## src/rtl/tcdma_pkg.sv

```systemverilog
// Shared constants, types and states of the two-channel transfer engine
`default_nettype none
package tcdma_pkg;
   localparam int NCH = 2;
   localparam int ADDR_W = 16;
   localparam int DATA_W = 16;
   localparam int CNT_W = 16;
   localparam int BUF_DEPTH = 2;
   localparam logic [ADDR_W-1:0] STEP_BYTE = 16'h0001;
   localparam logic [ADDR_W-1:0] STEP_WORD = 16'h0002;
   localparam logic [ADDR_W-1:0] ADDR_RST = 16'h0000;
   localparam logic [CNT_W-1:0] CNT_RST = 16'h0000;
   localparam logic [CNT_W-1:0] CNT_ONE = 16'h0001;
   localparam logic [DATA_W-1:0] DATA_RST = 16'h0000;

   // Channel setup, held by the surrounding control logic
   typedef struct packed {
      logic enable;
      logic srcFwd;
      logic dstFwd;
      logic repeatMode;
      logic wideUnit;
   } tcdma_cfg_t;

   // Values taken when a channel is loaded
   typedef struct packed {
      logic [ADDR_W-1:0] srcAddr;
      logic [ADDR_W-1:0] dstAddr;
      logic [CNT_W-1:0] count;
      logic [CNT_W-1:0] reload;
   } tcdma_load_t;

   typedef struct packed {
      logic req;
      logic we;
      logic wide;
      logic [ADDR_W-1:0] addr;
      logic [DATA_W-1:0] wdata;
   } tcdma_mem_t;

   typedef enum logic [1:0] {
      ST_IDLE,
      ST_READ,
      ST_WAIT_BUF,
      ST_WRITE
   } tcdma_state_t;
endpackage
`default_nettype wire

```

## src/rtl/tcdma_buf.sv

```systemverilog
// Two-entry buffer with valid and ready on both sides
`timescale 1ns/1ps
`default_nettype none
module tcdma_buf #(
   parameter int W = tcdma_pkg::DATA_W,
   parameter int DEPTH = tcdma_pkg::BUF_DEPTH
) (
   input wire logic sys_clk,
   input wire logic rst,
   input wire logic inValid,
   output logic inReady,
   input wire logic [W-1:0] inData,
   output logic outValid,
   input wire logic outReady,
   output logic [W-1:0] outData
);
   localparam int PW = (DEPTH > 1) ? $clog2(DEPTH) : 1;
   logic [W-1:0] mem_reg [DEPTH];
   logic [W-1:0] mem_next [DEPTH];
   logic [PW-1:0] wrPtr_reg, wrPtr_next, rdPtr_reg, rdPtr_next;
   logic [PW:0] fill_reg, fill_next;
   logic push, pop;

   assign inReady = (fill_reg != DEPTH[PW:0]);
   assign outValid = (fill_reg != '0);
   assign outData = mem_reg[rdPtr_reg];
   assign push = inValid && inReady;
   assign pop = outValid && outReady;

   always_comb begin
      mem_next = mem_reg;
      wrPtr_next = wrPtr_reg;
      rdPtr_next = rdPtr_reg;
      fill_next = fill_reg;
      if (push) begin
         mem_next[wrPtr_reg] = inData;
         wrPtr_next = (wrPtr_reg == PW'(DEPTH - 1)) ? '0 : wrPtr_reg + 1'b1;
      end
      if (pop) begin
         rdPtr_next = (rdPtr_reg == PW'(DEPTH - 1)) ? '0 : rdPtr_reg + 1'b1;
      end
      if (push && !pop) begin
         fill_next = fill_reg + 1'b1;
      end else if (pop && !push) begin
         fill_next = fill_reg - 1'b1;
      end
   end

   always_ff @(posedge sys_clk) begin
      if (rst) begin
         wrPtr_reg <= '0;
         rdPtr_reg <= '0;
         fill_reg <= '0;
      end else begin
         wrPtr_reg <= wrPtr_next;
         rdPtr_reg <= rdPtr_next;
         fill_reg <= fill_next;
      end
      // Data array needs no reset; fill count guards it
      mem_reg <= mem_next;
   end
endmodule
`default_nettype wire

```

## src/rtl/tcdma_engine.sv

```systemverilog
// Two-channel transfer engine: request latching, arbitration, counters and bus sequencing
// Notes on behaviour
// - Each address steps forward per unit or stays fixed, per channel setup.
// - Single mode: channel stops after its counter underflows; channels independent.
// - Repeat mode: counter reloads from reload value on underflow and continues.
// - Interrupt request pulses when the counter underflows, in either mode.
// - One transfer unit is moved per accepted request.
// - Requests are accepted and transfers started only while enable is one.
// - When both channels are pending, channel zero is served first.
`timescale 1ns/1ps
`default_nettype none
module tcdma_engine (
   input wire logic sys_clk,
   input wire logic rst,
   input wire tcdma_pkg::tcdma_cfg_t [tcdma_pkg::NCH-1:0] chCfg,
   input wire logic [tcdma_pkg::NCH-1:0] chLoad,
   input wire tcdma_pkg::tcdma_load_t [tcdma_pkg::NCH-1:0] chLoadVal,
   input wire logic [tcdma_pkg::NCH-1:0] chReq,
   output tcdma_pkg::tcdma_mem_t mem,
   input wire logic memAck,
   input wire logic [tcdma_pkg::DATA_W-1:0] memRData,
   output logic [tcdma_pkg::NCH-1:0] chIrq,
   output logic [tcdma_pkg::NCH-1:0] chHalted,
   output logic busy
);
   localparam int NCH = tcdma_pkg::NCH;
   localparam int AW = tcdma_pkg::ADDR_W;
   localparam int CW = tcdma_pkg::CNT_W;
   localparam int DW = tcdma_pkg::DATA_W;

   tcdma_pkg::tcdma_state_t state_reg, state_next;
   tcdma_pkg::tcdma_mem_t mem_reg, mem_next;
   logic [AW-1:0] src_reg [NCH];
   logic [AW-1:0] src_next [NCH];
   logic [AW-1:0] dst_reg [NCH];
   logic [AW-1:0] dst_next [NCH];
   logic [CW-1:0] cnt_reg [NCH];
   logic [CW-1:0] cnt_next [NCH];
   logic [CW-1:0] rld_reg [NCH];
   logic [CW-1:0] rld_next [NCH];
   logic [NCH-1:0] pend_reg, pend_next;
   logic [NCH-1:0] halt_reg, halt_next;
   logic [NCH-1:0] irq_reg, irq_next;
   logic [NCH-1:0] eligible;
   logic [NCH-1:0] grant;
   logic cur_reg, cur_next;
   logic busy_reg, busy_next;
   logic bufInValid, bufInReady, bufOutValid, bufOutReady;
   logic [DW-1:0] bufOutData;
   logic [AW-1:0] step;

   assign mem = mem_reg;
   assign chIrq = irq_reg;
   assign chHalted = halt_reg;
   assign busy = busy_reg;

   // Read data parks here so a slow write side loses no word
   tcdma_buf #(
      .W(DW),
      .DEPTH(tcdma_pkg::BUF_DEPTH)
   ) u_buf (
      .sys_clk(sys_clk),
      .rst(rst),
      .inValid(bufInValid),
      .inReady(bufInReady),
      .inData(memRData),
      .outValid(bufOutValid),
      .outReady(bufOutReady),
      .outData(bufOutData)
   );

   assign bufInValid = (state_reg == tcdma_pkg::ST_READ) && memAck;
   assign bufOutReady = (state_reg == tcdma_pkg::ST_WRITE) && memAck;

   // Per-channel request latch; a new request beats the clear of the same cycle
   genvar g;
   generate
      for (g = 0; g < NCH; g++) begin : g_ch
         // A disabled or halted channel drops its requests at once
         assign eligible[g] = chCfg[g].enable && !halt_reg[g];
         always_comb begin
            pend_next[g] = pend_reg[g] && !grant[g];
            if (chReq[g]) begin
               pend_next[g] = 1'b1;
            end
            if (!eligible[g]) begin
               pend_next[g] = 1'b0;
            end
         end
      end
   endgenerate

   // Fixed priority, channel zero wins
   // Reads wait for buffer room, so a stalled write never drops a word
   always_comb begin
      grant = '0;
      if (state_reg == tcdma_pkg::ST_IDLE && bufInReady) begin
         if (pend_reg[0] && eligible[0]) begin
            grant[0] = 1'b1;
         end else if (pend_reg[1] && eligible[1]) begin
            grant[1] = 1'b1;
         end
      end
   end

   // Step follows the unit size of the channel in flight
   assign step = chCfg[cur_reg].wideUnit ? tcdma_pkg::STEP_WORD : tcdma_pkg::STEP_BYTE;

   always_comb begin
      state_next = state_reg;
      mem_next = mem_reg;
      src_next = src_reg;
      dst_next = dst_reg;
      cnt_next = cnt_reg;
      rld_next = rld_reg;
      halt_next = halt_reg;
      // Interrupt is a one-cycle pulse unless set below
      irq_next = '0;
      cur_next = cur_reg;
      // Busy rises with the state but lags it by one cycle on return to idle
      busy_next = (state_reg != tcdma_pkg::ST_IDLE);
      unique case (state_reg)
         tcdma_pkg::ST_IDLE: begin
            if (|grant) begin
               cur_next = grant[1] && !grant[0];
               mem_next.req = 1'b1;
               mem_next.we = 1'b0;
               mem_next.wide = chCfg[cur_next].wideUnit;
               mem_next.addr = src_reg[cur_next];
               state_next = tcdma_pkg::ST_READ;
               busy_next = 1'b1;
            end
         end
         tcdma_pkg::ST_READ: begin
            // Request and address stand until the acknowledge edge
            if (memAck) begin
               mem_next.req = 1'b0;
               state_next = tcdma_pkg::ST_WAIT_BUF;
            end
         end
         tcdma_pkg::ST_WAIT_BUF: begin
            if (bufOutValid) begin
               mem_next.req = 1'b1;
               mem_next.we = 1'b1;
               mem_next.addr = dst_reg[cur_reg];
               mem_next.wdata = bufOutData;
               state_next = tcdma_pkg::ST_WRITE;
            end
         end
         tcdma_pkg::ST_WRITE: begin
            if (memAck) begin
               mem_next.req = 1'b0;
               mem_next.we = 1'b0;
               state_next = tcdma_pkg::ST_IDLE;
               if (chCfg[cur_reg].srcFwd) begin
                  src_next[cur_reg] = src_reg[cur_reg] + step;
               end
               if (chCfg[cur_reg].dstFwd) begin
                  dst_next[cur_reg] = dst_reg[cur_reg] + step;
               end
               // Single mode wraps to all ones; the halt flag keeps it unused
               if (cnt_reg[cur_reg] == tcdma_pkg::CNT_RST) begin
                  irq_next[cur_reg] = 1'b1;
                  if (chCfg[cur_reg].repeatMode) begin
                     cnt_next[cur_reg] = rld_reg[cur_reg];
                  end else begin
                     cnt_next[cur_reg] = cnt_reg[cur_reg] - tcdma_pkg::CNT_ONE;
                     halt_next[cur_reg] = 1'b1;
                  end
               end else begin
                  cnt_next[cur_reg] = cnt_reg[cur_reg] - tcdma_pkg::CNT_ONE;
               end
            end
         end
      endcase
      // Loading a channel rearms it; ignored for the channel in flight
      for (int i = 0; i < NCH; i++) begin
         if (chLoad[i] && !(busy_next && cur_next == i[0])) begin
            src_next[i] = chLoadVal[i].srcAddr;
            dst_next[i] = chLoadVal[i].dstAddr;
            cnt_next[i] = chLoadVal[i].count;
            rld_next[i] = chLoadVal[i].reload;
            halt_next[i] = 1'b0;
         end
      end
   end

   always_ff @(posedge sys_clk) begin
      if (rst) begin
         state_reg <= tcdma_pkg::ST_IDLE;
         mem_reg <= '{req: 1'b0, we: 1'b0, wide: 1'b0,
                      addr: tcdma_pkg::ADDR_RST, wdata: tcdma_pkg::DATA_RST};
         for (int i = 0; i < NCH; i++) begin
            src_reg[i] <= tcdma_pkg::ADDR_RST;
            dst_reg[i] <= tcdma_pkg::ADDR_RST;
            cnt_reg[i] <= tcdma_pkg::CNT_RST;
            rld_reg[i] <= tcdma_pkg::CNT_RST;
         end
         pend_reg <= '0;
         halt_reg <= '0;
         irq_reg <= '0;
         cur_reg <= 1'b0;
         busy_reg <= 1'b0;
      end else begin
         // Outputs come straight from these registers
         state_reg <= state_next;
         mem_reg <= mem_next;
         src_reg <= src_next;
         dst_reg <= dst_next;
         cnt_reg <= cnt_next;
         rld_reg <= rld_next;
         pend_reg <= pend_next;
         halt_reg <= halt_next;
         irq_reg <= irq_next;
         cur_reg <= cur_next;
         busy_reg <= busy_next;
      end
   end
endmodule
`default_nettype wire

```

## config.mk

```make
export PLATFORM = sky130hd
export DESIGN_NAME = tcdma_engine
export DESIGN_NICKNAME = d
export VERILOG_FILES = /design/src/rtl/tcdma_pkg.sv /design/src/rtl/tcdma_buf.sv /design/src/rtl/tcdma_engine.sv
export SDC_FILE = /design/constraint.sdc
export NUM_CORES = 1
export LEC_CHECK = 0
export ABC_AREA = 1
export CAP_MARGIN = 15
export CELL_PAD_IN_SITES_DETAIL_PLACEMENT = 1
export CELL_PAD_IN_SITES_GLOBAL_PLACEMENT = 1
export CORE_ASPECT_RATIO = 2
export CORE_MARGIN = 10
export CORE_UTILIZATION = 45
export CTS_CLUSTER_DIAMETER = 150
export CTS_CLUSTER_SIZE = 14
export DETAILED_ROUTE_END_ITERATION = 12
export DONT_BUFFER_PORTS = 1
export GPL_ROUTABILITY_DRIVEN = 0
export PLACE_DENSITY = 0.78
export SLEW_MARGIN = 40
export SYNTH_ARGS = -nofsm -noshare
export SYNTH_HDL_FRONTEND = slang
export SYNTH_SLANG_ARGS = --single-unit
```

## constraint.sdc

```tcl
create_clock -name sys_clk -period 3.4 [get_ports sys_clk]
set_clock_uncertainty 0.05 [all_clocks]
set_input_delay 0.68 -clock sys_clk [delete_from_list [all_inputs] [get_ports sys_clk]]
set_output_delay 0.68 -clock sys_clk [all_outputs]
set_load 0.005 [all_outputs]
```

======== Yosys cells after proc, flatten, opt, wreduce, memory -nomap -nowiden ========
Index checks and enable logic that the tools add are counted.
word-level totals
  bits in writable memories ............... 0
  memory bits (read-only) ................. 0
  memories ................................ 0
  output and inout port bits .............. 40
  register bits after elaboration ......... 209
  latch bits .............................. 0
cells by class
  bitwise gates (word level) .............. 12
  reductions and logical operators ........ 62
  eq/ne operators ......................... 8
  add/sub/neg operators ................... 7
  div/mod/pow operators ................... 0
  shifts and indexed selects .............. 0
  multiply operators ...................... 0
  mux-type cells .......................... 75
  order comparisons ....................... 9
operator list
  cell                                                      count
  2-to-1 mux 16 bit                                         26
  2-to-1 mux 32 bit                                         11
  bitwise mux 32 bit                                        5
  adder 16 x 2 -> 16 bit                                    2
  demux 16 bit (select 1 bit)                               2
  one-hot mux 16 bit (2 select lines)                       1
  nonzero test 2 bit                                        12
  logical AND 1 bit                                         21
  2-to-1 mux 19 bit                                         1
  zero test 16 bit                                          1
  2-to-1 mux 2 bit                                          8
  subtractor 16 x 1 -> 16 bit, second input constant        1
  2-to-1 mux 1 bit                                          15
  AND reduction 3 bit                                       5
  AND reduction 4 bit                                       3
  OR reduction 2 bit                                        5
  greater-or-equal comparator 2 bit, second input constant  4
  zero test 1 bit                                           8
  2-to-1 mux 4 bit                                          2
  inverter 1 -> 2 bit                                       4
  one-hot mux 2 bit (4 select lines)                        1
  AND reduction 2 bit                                       4
  inverter 1 bit                                            7
  != test 2 bit, second input constant                      3
  other kinds (16)                                          21

======== Longest topological paths before layout ========
Gate-level depths: netlist (run 1).
  depth in word-level cells ............... 16
  gate-level depth with buffers ........... 21
  depth with buffers taken out ............ 16

======== Hierarchy ========
A second synthesis (run 1) with hierarchy kept.
second synthesis, totals
  cell total of the unflattened synthesis .. 1874
  area total of the unflattened synthesis .. 11954.0 um^2
modules (own cells, without submodules)
  module        cells an instance  area each (um^2)  sequential area each (um^2)  instances
  tcdma_engine  1756               10548.9           3463.3                       1
  tcdma_buf     118                1405.1            1041.0                       1

======== Worst setup path before layout (run 1) ========
No wires, ideal clock.
  path kind ............................... register to register
  start ................................... register cur_reg
  end ..................................... register src_reg[25] in the netlist's numbering
  stages on the path, launching flop included .. 19
  slack ................................... 0.329 ns
  required time ........................... 3.235 ns
  buffers on the path ..................... 6
  data arrival time ....................... 2.906 ns
  cells stage by stage .................... dfxtp_1 > buf_4 > buf_6 > buf_2 > buf_2 > buf_2 > buf_1 > nand2_1 > o21ai_0 > inv_1 > ha_1 > a21o_1 > nand2_1 > inv_2 > nand2_1 > nor2_2 > xor2_1 > nor2_1 > o21a_1
on the way
  longest elaborated chain between the ends .. 10
  elaborated cells on any way between the ends .. 28
  classes of those cells .................. 1 x add/sub; 2 x order compare; 15 x mux; 2 x bitwise; 8 x reduce/logical
RTL lines
  element                                                                              RTL line             source
  start, declared                                                                      tcdma_engine.sv:46   logic cur_reg, cur_next;
  start signal, assigned                                                               tcdma_engine.sv:215  cur_reg <= cur_next;
  inverter 1 -> 2 bit (not written as such)                                            tcdma_engine.sv:156  src_next[cur_reg] = src_reg[cur_reg] + step;
  2-to-1 mux 16 bit (not written as such) (tied with other cells)                      tcdma_engine.sv:156
  2-to-1 mux 16 bit (not written as such) / logical AND 1 bit (equally long branches)  tcdma_engine.sv:156
  2-to-1 mux 16 bit (not written as such)                                              tcdma_engine.sv:156
  adder 16 x 2 -> 16 bit / demux 16 bit (select 1 bit) (equally long branches)         tcdma_engine.sv:156
  bitwise mux 32 bit                                                                   tcdma_engine.sv:156
  2-to-1 mux 32 bit                                                                    tcdma_engine.sv:155  if (chCfg[cur_reg].srcFwd) begin
  2-to-1 mux 32 bit                                                                    tcdma_engine.sv:151  if (memAck) begin
  2-to-1 mux 32 bit                                                                    tcdma_engine.sv:122  unique case (state_reg)
  2-to-1 mux 16 bit                                                                    tcdma_engine.sv:178  if (chLoad[i] && !(busy_next && cur_next == i[0])) begin
  end signal, assigned by index                                                        tcdma_engine.sv:194  src_reg[i] <= tcdma_pkg::ADDR_RST;
  end signal, assigned                                                                 tcdma_engine.sv:208  src_reg <= src_next;
  end, declared                                                                        tcdma_engine.sv:33   logic [AW-1:0] src_reg [NCH];
Several ways; a longest one is shown, not always the timed one. The select of a mux whose other input is x is not followed.
A chain may end at the register's enable or synchronous reset.

======== Worst setup path in the final report (run 1) ========
  start ................................... register cur_reg
  end ..................................... register dst_reg[31] in the netlist's numbering
on the way
  longest elaborated chain between the ends .. 10
  elaborated cells on any way between the ends .. 28
  classes of those cells .................. 1 x add/sub; 2 x order compare; 15 x mux; 2 x bitwise; 8 x reduce/logical
RTL lines
  element                                                                              RTL line             source
  inverter 1 -> 2 bit (not written as such)                                            tcdma_engine.sv:159  dst_next[cur_reg] = dst_reg[cur_reg] + step;
  2-to-1 mux 16 bit (not written as such) (tied with other cells)                      tcdma_engine.sv:159
  2-to-1 mux 16 bit (not written as such) / logical AND 1 bit (equally long branches)  tcdma_engine.sv:159
  2-to-1 mux 16 bit (not written as such)                                              tcdma_engine.sv:159
  adder 16 x 2 -> 16 bit / demux 16 bit (select 1 bit) (equally long branches)         tcdma_engine.sv:159
  bitwise mux 32 bit                                                                   tcdma_engine.sv:159
  2-to-1 mux 32 bit                                                                    tcdma_engine.sv:158  if (chCfg[cur_reg].dstFwd) begin
  2-to-1 mux 32 bit                                                                    tcdma_engine.sv:151
  2-to-1 mux 32 bit                                                                    tcdma_engine.sv:122
  2-to-1 mux 16 bit                                                                    tcdma_engine.sv:178
  end signal, assigned by index                                                        tcdma_engine.sv:195  dst_reg[i] <= tcdma_pkg::ADDR_RST;
  end signal, assigned                                                                 tcdma_engine.sv:209  dst_reg <= dst_next;
  end, declared                                                                        tcdma_engine.sv:35   logic [AW-1:0] dst_reg [NCH];
Several ways; a longest one is shown, not always the timed one. The select of a mux whose other input is x is not followed.

==> flow_summary.toml, run 1 <==
[outcome]
outcome = "finished, final reports clean"

[power_and_ir_drop]
p_seq_share_pct = 37.5
power_leakage_nw = 5.49
powerDensity_nw_per_um2 = 662
switching_share_pct = 42.0
power_mw = 8.26
p_int_mw = 4.78
switching_power_mw = 3.47
pwr-share-comb_pct = 39.1
power_frac_clock_pct = 23.5
vdd_drop_max_uv = 492

[worst_setup_path]
arrival_ps = 3430
slowest_delay_ps = 500
required_ps = 3790
crit_slowest_cell = "o21ai_0"
crit_path_end_kind = "flop"
path_max_fanout = 87
crit_type = "reg -> reg"
crit_buf_inv = 2
critPathTopFamily = "simple AND/OR/NAND/NOR gates"
worstPathCellList = "buf_12 -> o21ai_0 -> inv_1 -> ha_1 -> a21oi_1 -> nor2_2 -> nand3_1 -> nor2_1 -> nand2_1 -> nand2_1 -> nand3_1 -> a31oi_1"
worstSetupStartpointType = "flop"

[drt]
ant_nets = 0
via_per_inst = 5.54
drc_errors = 0
wire_per_inst_um = 20.9
drt_first_pass_iters = 5
dr_total_vias = 11600
drt-initial-drc-count = 531
routed_wl_um = 44000

[floorplanning]
coreArea_um2 = 25700
die_x_um = 134
rows = 83
die_height_um = 248
io_pins = 201
design.die.area_um2 = 33300
start_util_pct = 45.7

[run]
drv_cap = 0

[global_route]
grtUsageMet1_pct = 22.8
antenna_found_initial = 0
grt_pass1_wl_um = 66900
grt_usage_pct = 25.8
grt_overflow_total = 0
grt_max_degree = 89
grt_pass1_vias = 12500
use_met2_pct = 51.8
busiest_layer = "met2"
use_met3_pct = 3.69

[timing]
drv_slew = 0
fmax_mhz = 329
hold_violations = 0
rsz0062_at_grt = "false"
fin_crit_sh_pct = 89.4
whs_ps = 179
finalSetupViolCount = 0
worstMarginPinSlew_ps = 707
period_minus_slack_ps = 3040
max_slew_margin_pct = 52.6
fin_setup_tns_ps = 0

[synth]
syn_area_per_cell_um2 = 6.53
synth_nets = 1970
synth_area_um2 = 11700
synth_top_area_share_pct = 30.2
synth-seq-area-share_pct = 38.5
synth_largest_area_cell = "dfxtp_1"
synth_cells = 1794
yosys_warnings = 0
ys_ff_latch = 209
yosys-top-cells-area = "dfxtp_1, nand2_1, edfxtp_1"
ys_types = 39

[cts]
clock_latency_ps = 530
h-tree-depth = 1
cts_buffers = 18
cts_root_buffer = "clkbuf_16"
clock_path_buffers = 3
cts_tree = "built"
clk_pin_slew_ps = 90
post-cts-setup-buffer-count = 0
cts_sinks = 209
hold_buffers = 0
cts_resized = 0

[min_path]
hp-class = "in -> reg"

[placement]
port_buffers = 0
placed_cell_area_um2 = 12000
dp_hpwl_um = 33800

[final_layout]
finish.net_count = 1930
final_cell_mix = "nand2_1, inv_1, nor2_1"
utilization_pct = 48.6
final_common_cell = "nand2_1"
largest_reg_flops = 35
syn2layout_area_growth_pct = 6.50
fill_cells = 3494
design_area_um2 = 12500
drive_gt1_share_pct = 6.14
logic make-up (layout without fill, tap and decap cells):
kind of cell / Yosys count / in the layout / synth area share, %
fa+ha+maj: 15 / 15 / 1.73
compound gates: 336 / 336 / 16.1
simple gates: 901 / 901 / 31.5
flops: 209 / 209 / 38.5
buf+inv: 316 / 280 / 10.9
other cells: 0 / 1 / 0
xor+xnor: 17 / 17 / 1.27
per-stage QoR:
stage | instances | worst slack (ps)
2_1_floorplan | 1794 | 329
3_3_place_gp | 2074 | 463
3_5_place_dp | 2074 | 417
4_1_cts | 2098 | 365
5_1_grt | 2098 | 114
6_report | 2099 | 362
metal layers:
metal / up-vias / routed length [um]
met5: - / 0
met4: 0 / 2950
met3: 128 / 1690
met2: 263 / 25200
met1: 5607 / 14100
li1: 5624 / -
cell usage after synthesis, drive strengths merged:
cell    number
clkinv       2
xor2        15
nand2      569
nand3      117
o21ai      167
a31oi       35
nand4        6
or2          9
xnor2        2
fa           2
nand3b       5
dfxtp      177
nor3         4
ha          13
o221ai       1
clkbuf      47
a21oi       81
a21o         2
a21boi       1
o211ai      38
inv        226
nor2       191
buf         41
edfxtp      32
a22oi        5
o21a         6
worst reg2reg max path, stage by stage (launching register included):
cell and delay (ps):
dfxtp_4 360, buf_12 230, o21ai_0 530, inv_1 250
ha_1 350, a21oi_1 100, nor2_2 200, nand3_1 210
nor2_1 260, nand2_1 80, nand2_1 80, nand3_1 70
a31oi_1 170
power groups by stage:
stage,Combinational [mW],Sequential [mW],Clock [mW]
after CTS,3.24,3.10,1.98
after detailed placement,3.22,3.15,0
final,3.23,3.09,1.94
after global placement,3.12,3.14,0
after floorplan,2.29,3.07,0
after global routing,3.63,3.13,2.06
path summary, 6_finish.rpt:
kind	start	end	slack [ps]	depth (start not counted)
max	cur_reg$_SDFF_PP0_	dst_reg[31]$_SDFFE_PP0P_	360	12
min	rst	rld_reg[15]$_SDFFE_PP0P_	180	1
max reg2reg	cur_reg$_SDFF_PP0_	dst_reg[31]$_SDFFE_PP0P_	360	12
min reg2reg	rld_reg[17]$_SDFFE_PP0P_	rld_reg[17]$_SDFFE_PP0P_	410	2
area by class of cell:
cell class                      instances  area (um2)  share of cell area (%)
Tap cell                              340         425                    3.41
Clock inverter                          1        16.3                   0.130
Clock buffer                           23         469                    3.76
Timing Repair Buffer                   28         235                    1.89
Multi-Input combinational cell       1269        5960                    47.8
Inverter                              228         857                    6.87
Antenna cell                            1        2.50                  0.0201
Sequential cell                       209        4510                    36.1
(Power assumes the default switching activity.)
==> run 2, diff against run 1 <==
Settings changed: CORE_UTILIZATION 45 to 49, PLACE_DENSITY 0.78 to 0.84.
Clock period 3.4 ns to 3.9 ns, I/O delays scaled along.
==> run 2 against run 1 <==
Effect of this change: sequential share of layout area grew 0.38 points; hold slack gained 94 ps; global-route usage grew 2.6 points; via count grew 1.0%; setup slack gained 410 ps; final cell count shrank 3.0%; core utilization grew 3.4 points; critical endpoint is now cnt_reg[28]$_SDFFE_PP0P_.
==> flow_summary.toml, run 2 (synthesis results as in run 1) <==
[cts]
cts_tree = "built"
cts_resized = 0
cts_buffers = 18
cts_sinks = 209
hold_buffers = 0
cts_root_buffer = "clkbuf_16"
h-tree-depth = 1
clk_pin_slew_ps = 80
post-cts-setup-buffer-count = 0
clock_latency_ps = 530
clock_path_buffers = 3

[power_and_ir_drop]
pwr-share-comb_pct = 39.0
powerDensity_nw_per_um2 = 584
switching_share_pct = 42.3
p_int_mw = 4.16
vdd_drop_max_uv = 425
power_frac_clock_pct = 23.5
power_mw = 7.21
switching_power_mw = 3.05
power_leakage_nw = 5.45
p_seq_share_pct = 37.5

[final_layout]
largest_reg_flops = 35
syn2layout_area_growth_pct = 5.39
finish.net_count = 1918
final_common_cell = "nand2_1"
drive_gt1_share_pct = 5.50
final_cell_mix = "nand2_1, inv_1, nor2_1"

[timing]
rsz0062_at_grt = "false"
drv_slew = 0
period_minus_slack_ps = 3130
fin_crit_sh_pct = 80.2
fmax_mhz = 320
fin_setup_tns_ps = 0
max_slew_margin_pct = 46.7
hold_violations = 0
worstMarginPinSlew_ps = 799
finalSetupViolCount = 0

[drt]
dr_total_vias = 11700
wire_per_inst_um = 21.8
ant_nets = 0
drt_first_pass_iters = 5
via_per_inst = 5.77
drt-initial-drc-count = 727
routed_wl_um = 44500
drc_errors = 0

[global_route]
grt_pass1_wl_um = 67700
grt_usage_pct = 28.4
use_met2_pct = 54.8
grt_pass1_vias = 12500
grt_max_degree = 117
grt_overflow_total = 0
use_met3_pct = 3.69
grtUsageMet1_pct = 26.0
antenna_found_initial = 2
busiest_layer = "met2"

[placement]
port_buffers = 0
dp_hpwl_um = 33400

[worst_setup_path]
arrival_ps = 3510
rr_worst_depth = 12
worstSetupStartpointType = "flop"
r2r_end = "cnt_reg[28]$_SDFFE_PP0P_"
worstPathCellList = "inv_1 -> ha_1 -> inv_1 -> a21oi_4 -> nand2_1 -> o211ai_4 -> buf_8 -> buf_4 -> nand2_1 -> o21ai_0 -> nand2_1 -> a21oi_1"
crit_type = "reg -> reg"
r2r_slack_ps = 770
required_ps = 4290
crit_path_end_kind = "flop"
critPathTopFamily = "compound AO/OA/AOI/OAI gates"
timing.rr.start = "state_reg[1]$_SDFFE_PP0P_"
path_max_fanout = 20
crit_buf_inv = 4
slowest_delay_ps = 450
crit_path_frequent_cell = "nand2_1"
crit_slowest_cell = "o21ai_0"

[floorplanning]
design.die.area_um2 = 30900
io_pins = 201
coreArea_um2 = 23700
rows = 80
start_util_pct = 49.4
die_x_um = 129
die_height_um = 239

[min_path]
min_to = "rld_reg[9]$_SDFFE_PP0P_"
hp-class = "in -> reg"
holdPathStages = 1
hp-start = "rst"

[run]
drv_cap = 0

[outcome]
outcome = "finished, final reports clean"
## run 2: worst max-delay path by stage
stage	start	to	cells past startpoint
floorplan	cur_reg$_SDFF_PP0_	src_reg[25]$_SDFFE_PP0P_	18
global placement	state_reg[0]$_SDFFE_PP0P_	cnt_reg[30]$_SDFFE_PP0P_	13
CTS	state_reg[1]$_SDFFE_PP0P_	cnt_reg[18]$_SDFFE_PP0P_	13
finish	state_reg[1]$_SDFFE_PP0P_	cnt_reg[28]$_SDFFE_PP0P_	12
global route	cur_reg$_SDFF_PP0_	dst_reg[15]$_SDFFE_PP0P_	13
detailed placement	state_reg[1]$_SDFFE_PP0P_	cnt_reg[18]$_SDFFE_PP0P_	13
## run 2: per-stage QoR
step / hold slack (ps) / instance area (um2) / util (%) / instances / worst slack, ps
after floorplan: 375 / 11700 / - / 1794 / 829
after global placement: 388 / 11800 / 49.9 / 2008 / 781
after detailed placement: 393 / 11800 / 49.9 / 2008 / 586
after CTS: 258 / 12300 / 52.0 / 2033 / 534
after global routing: 258 / 12300 / 52.0 / 2036 / 495
final: 273 / 12300 / 52.0 / 2036 / 774
## run 2: area by class of cell
cell class / count / area (um2)
clock inverter: 1 / 16.3
timing repair buffer: 16 / 165
fill: 3233 / 11400
multi-input combinational: 1269 / 5960
inverter: 228 / 857
tap: 287 / 359
sequential: 209 / 4510
antenna: 2 / 5.00
clock buffer: 24 / 473
## run 2: per-layer routing
metal / part of all wire, % / routed length [um]
met3: 3.7 / 1640
met2: 56 / 24800
met5: 0 / 0
met1: 33 / 14600
met4: 7.7 / 3420
## run 2: power by group through the flow
stage	sequential (mW)	combinational, mW	clock, mW
floorplan	2.68	2.00	0
global placement	2.73	2.65	0
detailed placement	2.75	2.76	0
CTS	2.70	2.78	1.72
global route	2.73	3.15	1.81
finish	2.70	2.81	1.69
==> run 3, diff against run 2 <==
Settings changed: ABC_AREA 1 to 0, CORE_UTILIZATION 49 to 43, PLACE_DENSITY 0.84 to 0.74.
Clock period 3.9 ns to 2.6 ns, I/O delays scaled along.
==> run 3 against run 2 <==
Effect of this change: the flow now finishes with violations (negative setup slack); largest power group unchanged; wire length shrank 10%; synthesized area shrank 9.2%; highest routed layer is now met5; clock power grew 50%; cell area grew 5.7%.
==> flow_summary.toml, run 3 <==
[final_layout]
finish.net_count = 1481
drive_gt1_share_pct = 21.8
syn2layout_area_growth_pct = 22.7
seq_area_um2 = 4510
utilization_pct = 53.4
final_cell_mix = "dfxtp_1, nand2_1, nor2_1"
largest_reg_flops = 35
fill_cells = 2788
stdcell_count = 1647
multi_input_area_um2 = 6290
final_common_cell = "dfxtp_1"

[worst_setup_path]
crit_type = "reg -> reg"
required_ps = 2970
arrival_ps = 3120
crit_path_end_kind = "flop"
worstSetupStartpointType = "flop"
path_max_fanout = 10

[synth]
synth_top_area_share_pct = 33.3
yosys-top-cells-area = "dfxtp_1, edfxtp_1, mux2i_1"
yosysMostFrequentCell = "dfxtp_1"
dominantRegCellSynth = "dfxtp_1"
ys_ff_latch = 209
synth_enable_flop_cells = 32
synth_nets = 1418
yosys_warnings = 0
ys_types = 70
syn_area_per_cell_um2 = 8.56
synth_cells = 1242
synth_commonest_cells = "dfxtp_1, nand2_1, nor2_1"
synth_area_um2 = 10600
synth-seq-area-share_pct = 42.3
async_reset_ff_share_pct = 0
synth_largest_area_cell = "dfxtp_1"

[timing]
max_slew_margin_pct = 54.0
drv_slew = 0
finalSetupViolCount = 39
fin_ws_ps = -152
worstMarginPinSlew_ps = 690
hold_violations = 0
fmax_mhz = 363
rsz0062_at_grt = "true"
period_minus_slack_ps = 2750
whs_ps = 14.9
fin_crit_sh_pct = 106

[outcome]
outcome = "finished with violations"
violations = "negative setup slack"

[placement]
port_buffers = 0
placed_cells = 1608
dp_hpwl_um = 29600

[drt]
via_per_inst = 6.02
dr_total_vias = 9921
routed_wl_um = 40000
drt-initial-drc-count = 399
drt_first_pass_iters = 5
drc_errors = 0
ant_nets = 0
wire_per_inst_um = 24.3

[cts]
clock_latency_ps = 520
cts_buffers = 18
clock_path_buffers = 3
hold_buffers = 0
cts_sinks = 209
clk_pin_slew_ps = 80
h-tree-depth = 1
cts_root_buffer = "clkbuf_16"
cts_tree = "built"

[global_route]
grt_pass1_vias = 10900
grt_max_degree = 170
grt_overflow_total = 0
grt_usage_pct = 24.0
antenna_found_initial = 7
grt_pass1_wl_um = 61400

[floorplanning]
die_x_um = 131
coreArea_um2 = 24400
io_pins = 201
design.die.area_um2 = 31800
start_util_pct = 43.6
rows = 81
die_height_um = 242

[run]
drv_cap = 0

[min_path]
hp-class = "in -> reg"

[power_and_ir_drop]
power_leakage_nw = 4.72
vdd_drop_max_uv = 652
powerDensity_nw_per_um2 = 839
==> run 3: changes by cell type in the layout (fill, tap and decap cells not counted), sizes merged, moves of 48 or more <==
cell / change
nand2: -410
nand3: -76
o21ai: -131
mux2i: +61
a211oi: +48
inv: -212
buf: +128
==> run 3: timing repair <==
item                                    CTS  global route
pin swaps                                 5            10
gates resized for setup                  28            47
endpoints found under the setup margin   48            72
setup buffers                             4             4
gates cloned                              1             0
==> run 3: final cells by class <==
cell class | count | share of cell area [%]
multi-input cells | 919 | 48.2
flip-flops and latches | 209 | 34.5
repair buffers | 144 | 9.74
clock buffers | 25 | 3.82
well taps | 332 | 3.18
inverters | 13 | 0.374
diodes | 5 | 0.0959
==> run 3: report_power, final <==
part	internal, mW	total, mW	switching, mW	leakage [nW]
clock	1.32	2.54	1.22	0.241
combinational	1.92	4.22	2.30	2.74
sequential	3.76	4.19	0.427	1.74
==> run 3: routing by layer <==
| metal | wire, um | global-route usage (%) |
|---|---|---|
| met1 | 12900 | 21.6 |
| met2 | 22100 | 46.5 |
| met3 | 2270 | 5.13 |
| met4 | 2670 | 16.0 |
| met5 | 21 | 0 |
==> run 3: per-stage QoR <==
step                setup slack [ps]  cell area, um2  setup TNS (ps)  power [mW]
global placement                -117           12100            -694        8.00
detailed placement              -156           12100           -1950        8.14
global route                    -237           13000           -7050        11.5
floorplan                       -605           11100          -28120        6.76
CTS                             -121           12800           -1180        10.8
finish                          -152           13000           -1820        11.0
==> run 3: critical path, stage by stage, from the launching register on <==
cell	delay (ps)
dfxtp_4	400
buf_12	150
nand2_4	40
a21boi_4	230
buf_6	130
ha_4	130
fa_2	210
inv_2	60
a211oi_4	340
and2_4	220
nand3b_1	110
or3_1	380
a311oi_1	210
==> run 3: cell families after synthesis <==
kind of cell / Yosys count / share of synthesized area (%)
and+or+nand+nor: 480 / 20.9
AOI/OAI and AO/OA: 307 / 20.2
DFF: 209 / 42.3
buffers and inverters: 114 / 4.19
muxes: 65 / 6.16
xor gates and xnor gates: 52 / 4.28
adders and majority gates: 15 / 1.91
==> run 3: path summary, 6_finish.rpt <==
kind	slack (ps)	endpoint	cells after the start	startpoint
hold reg to reg	410	rld_reg[31]$_SDFFE_PP0P_	2	rld_reg[31]$_SDFFE_PP0P_
hold / removal	10	cnt_reg[15]$_SDFFE_PP0P_	1	rst
setup reg to reg	-150	src_reg[14]$_SDFFE_PP0P_	12	cur_reg$_SDFF_PP0_
setup / recovery	-150	src_reg[14]$_SDFFE_PP0P_	12	cur_reg$_SDFF_PP0_
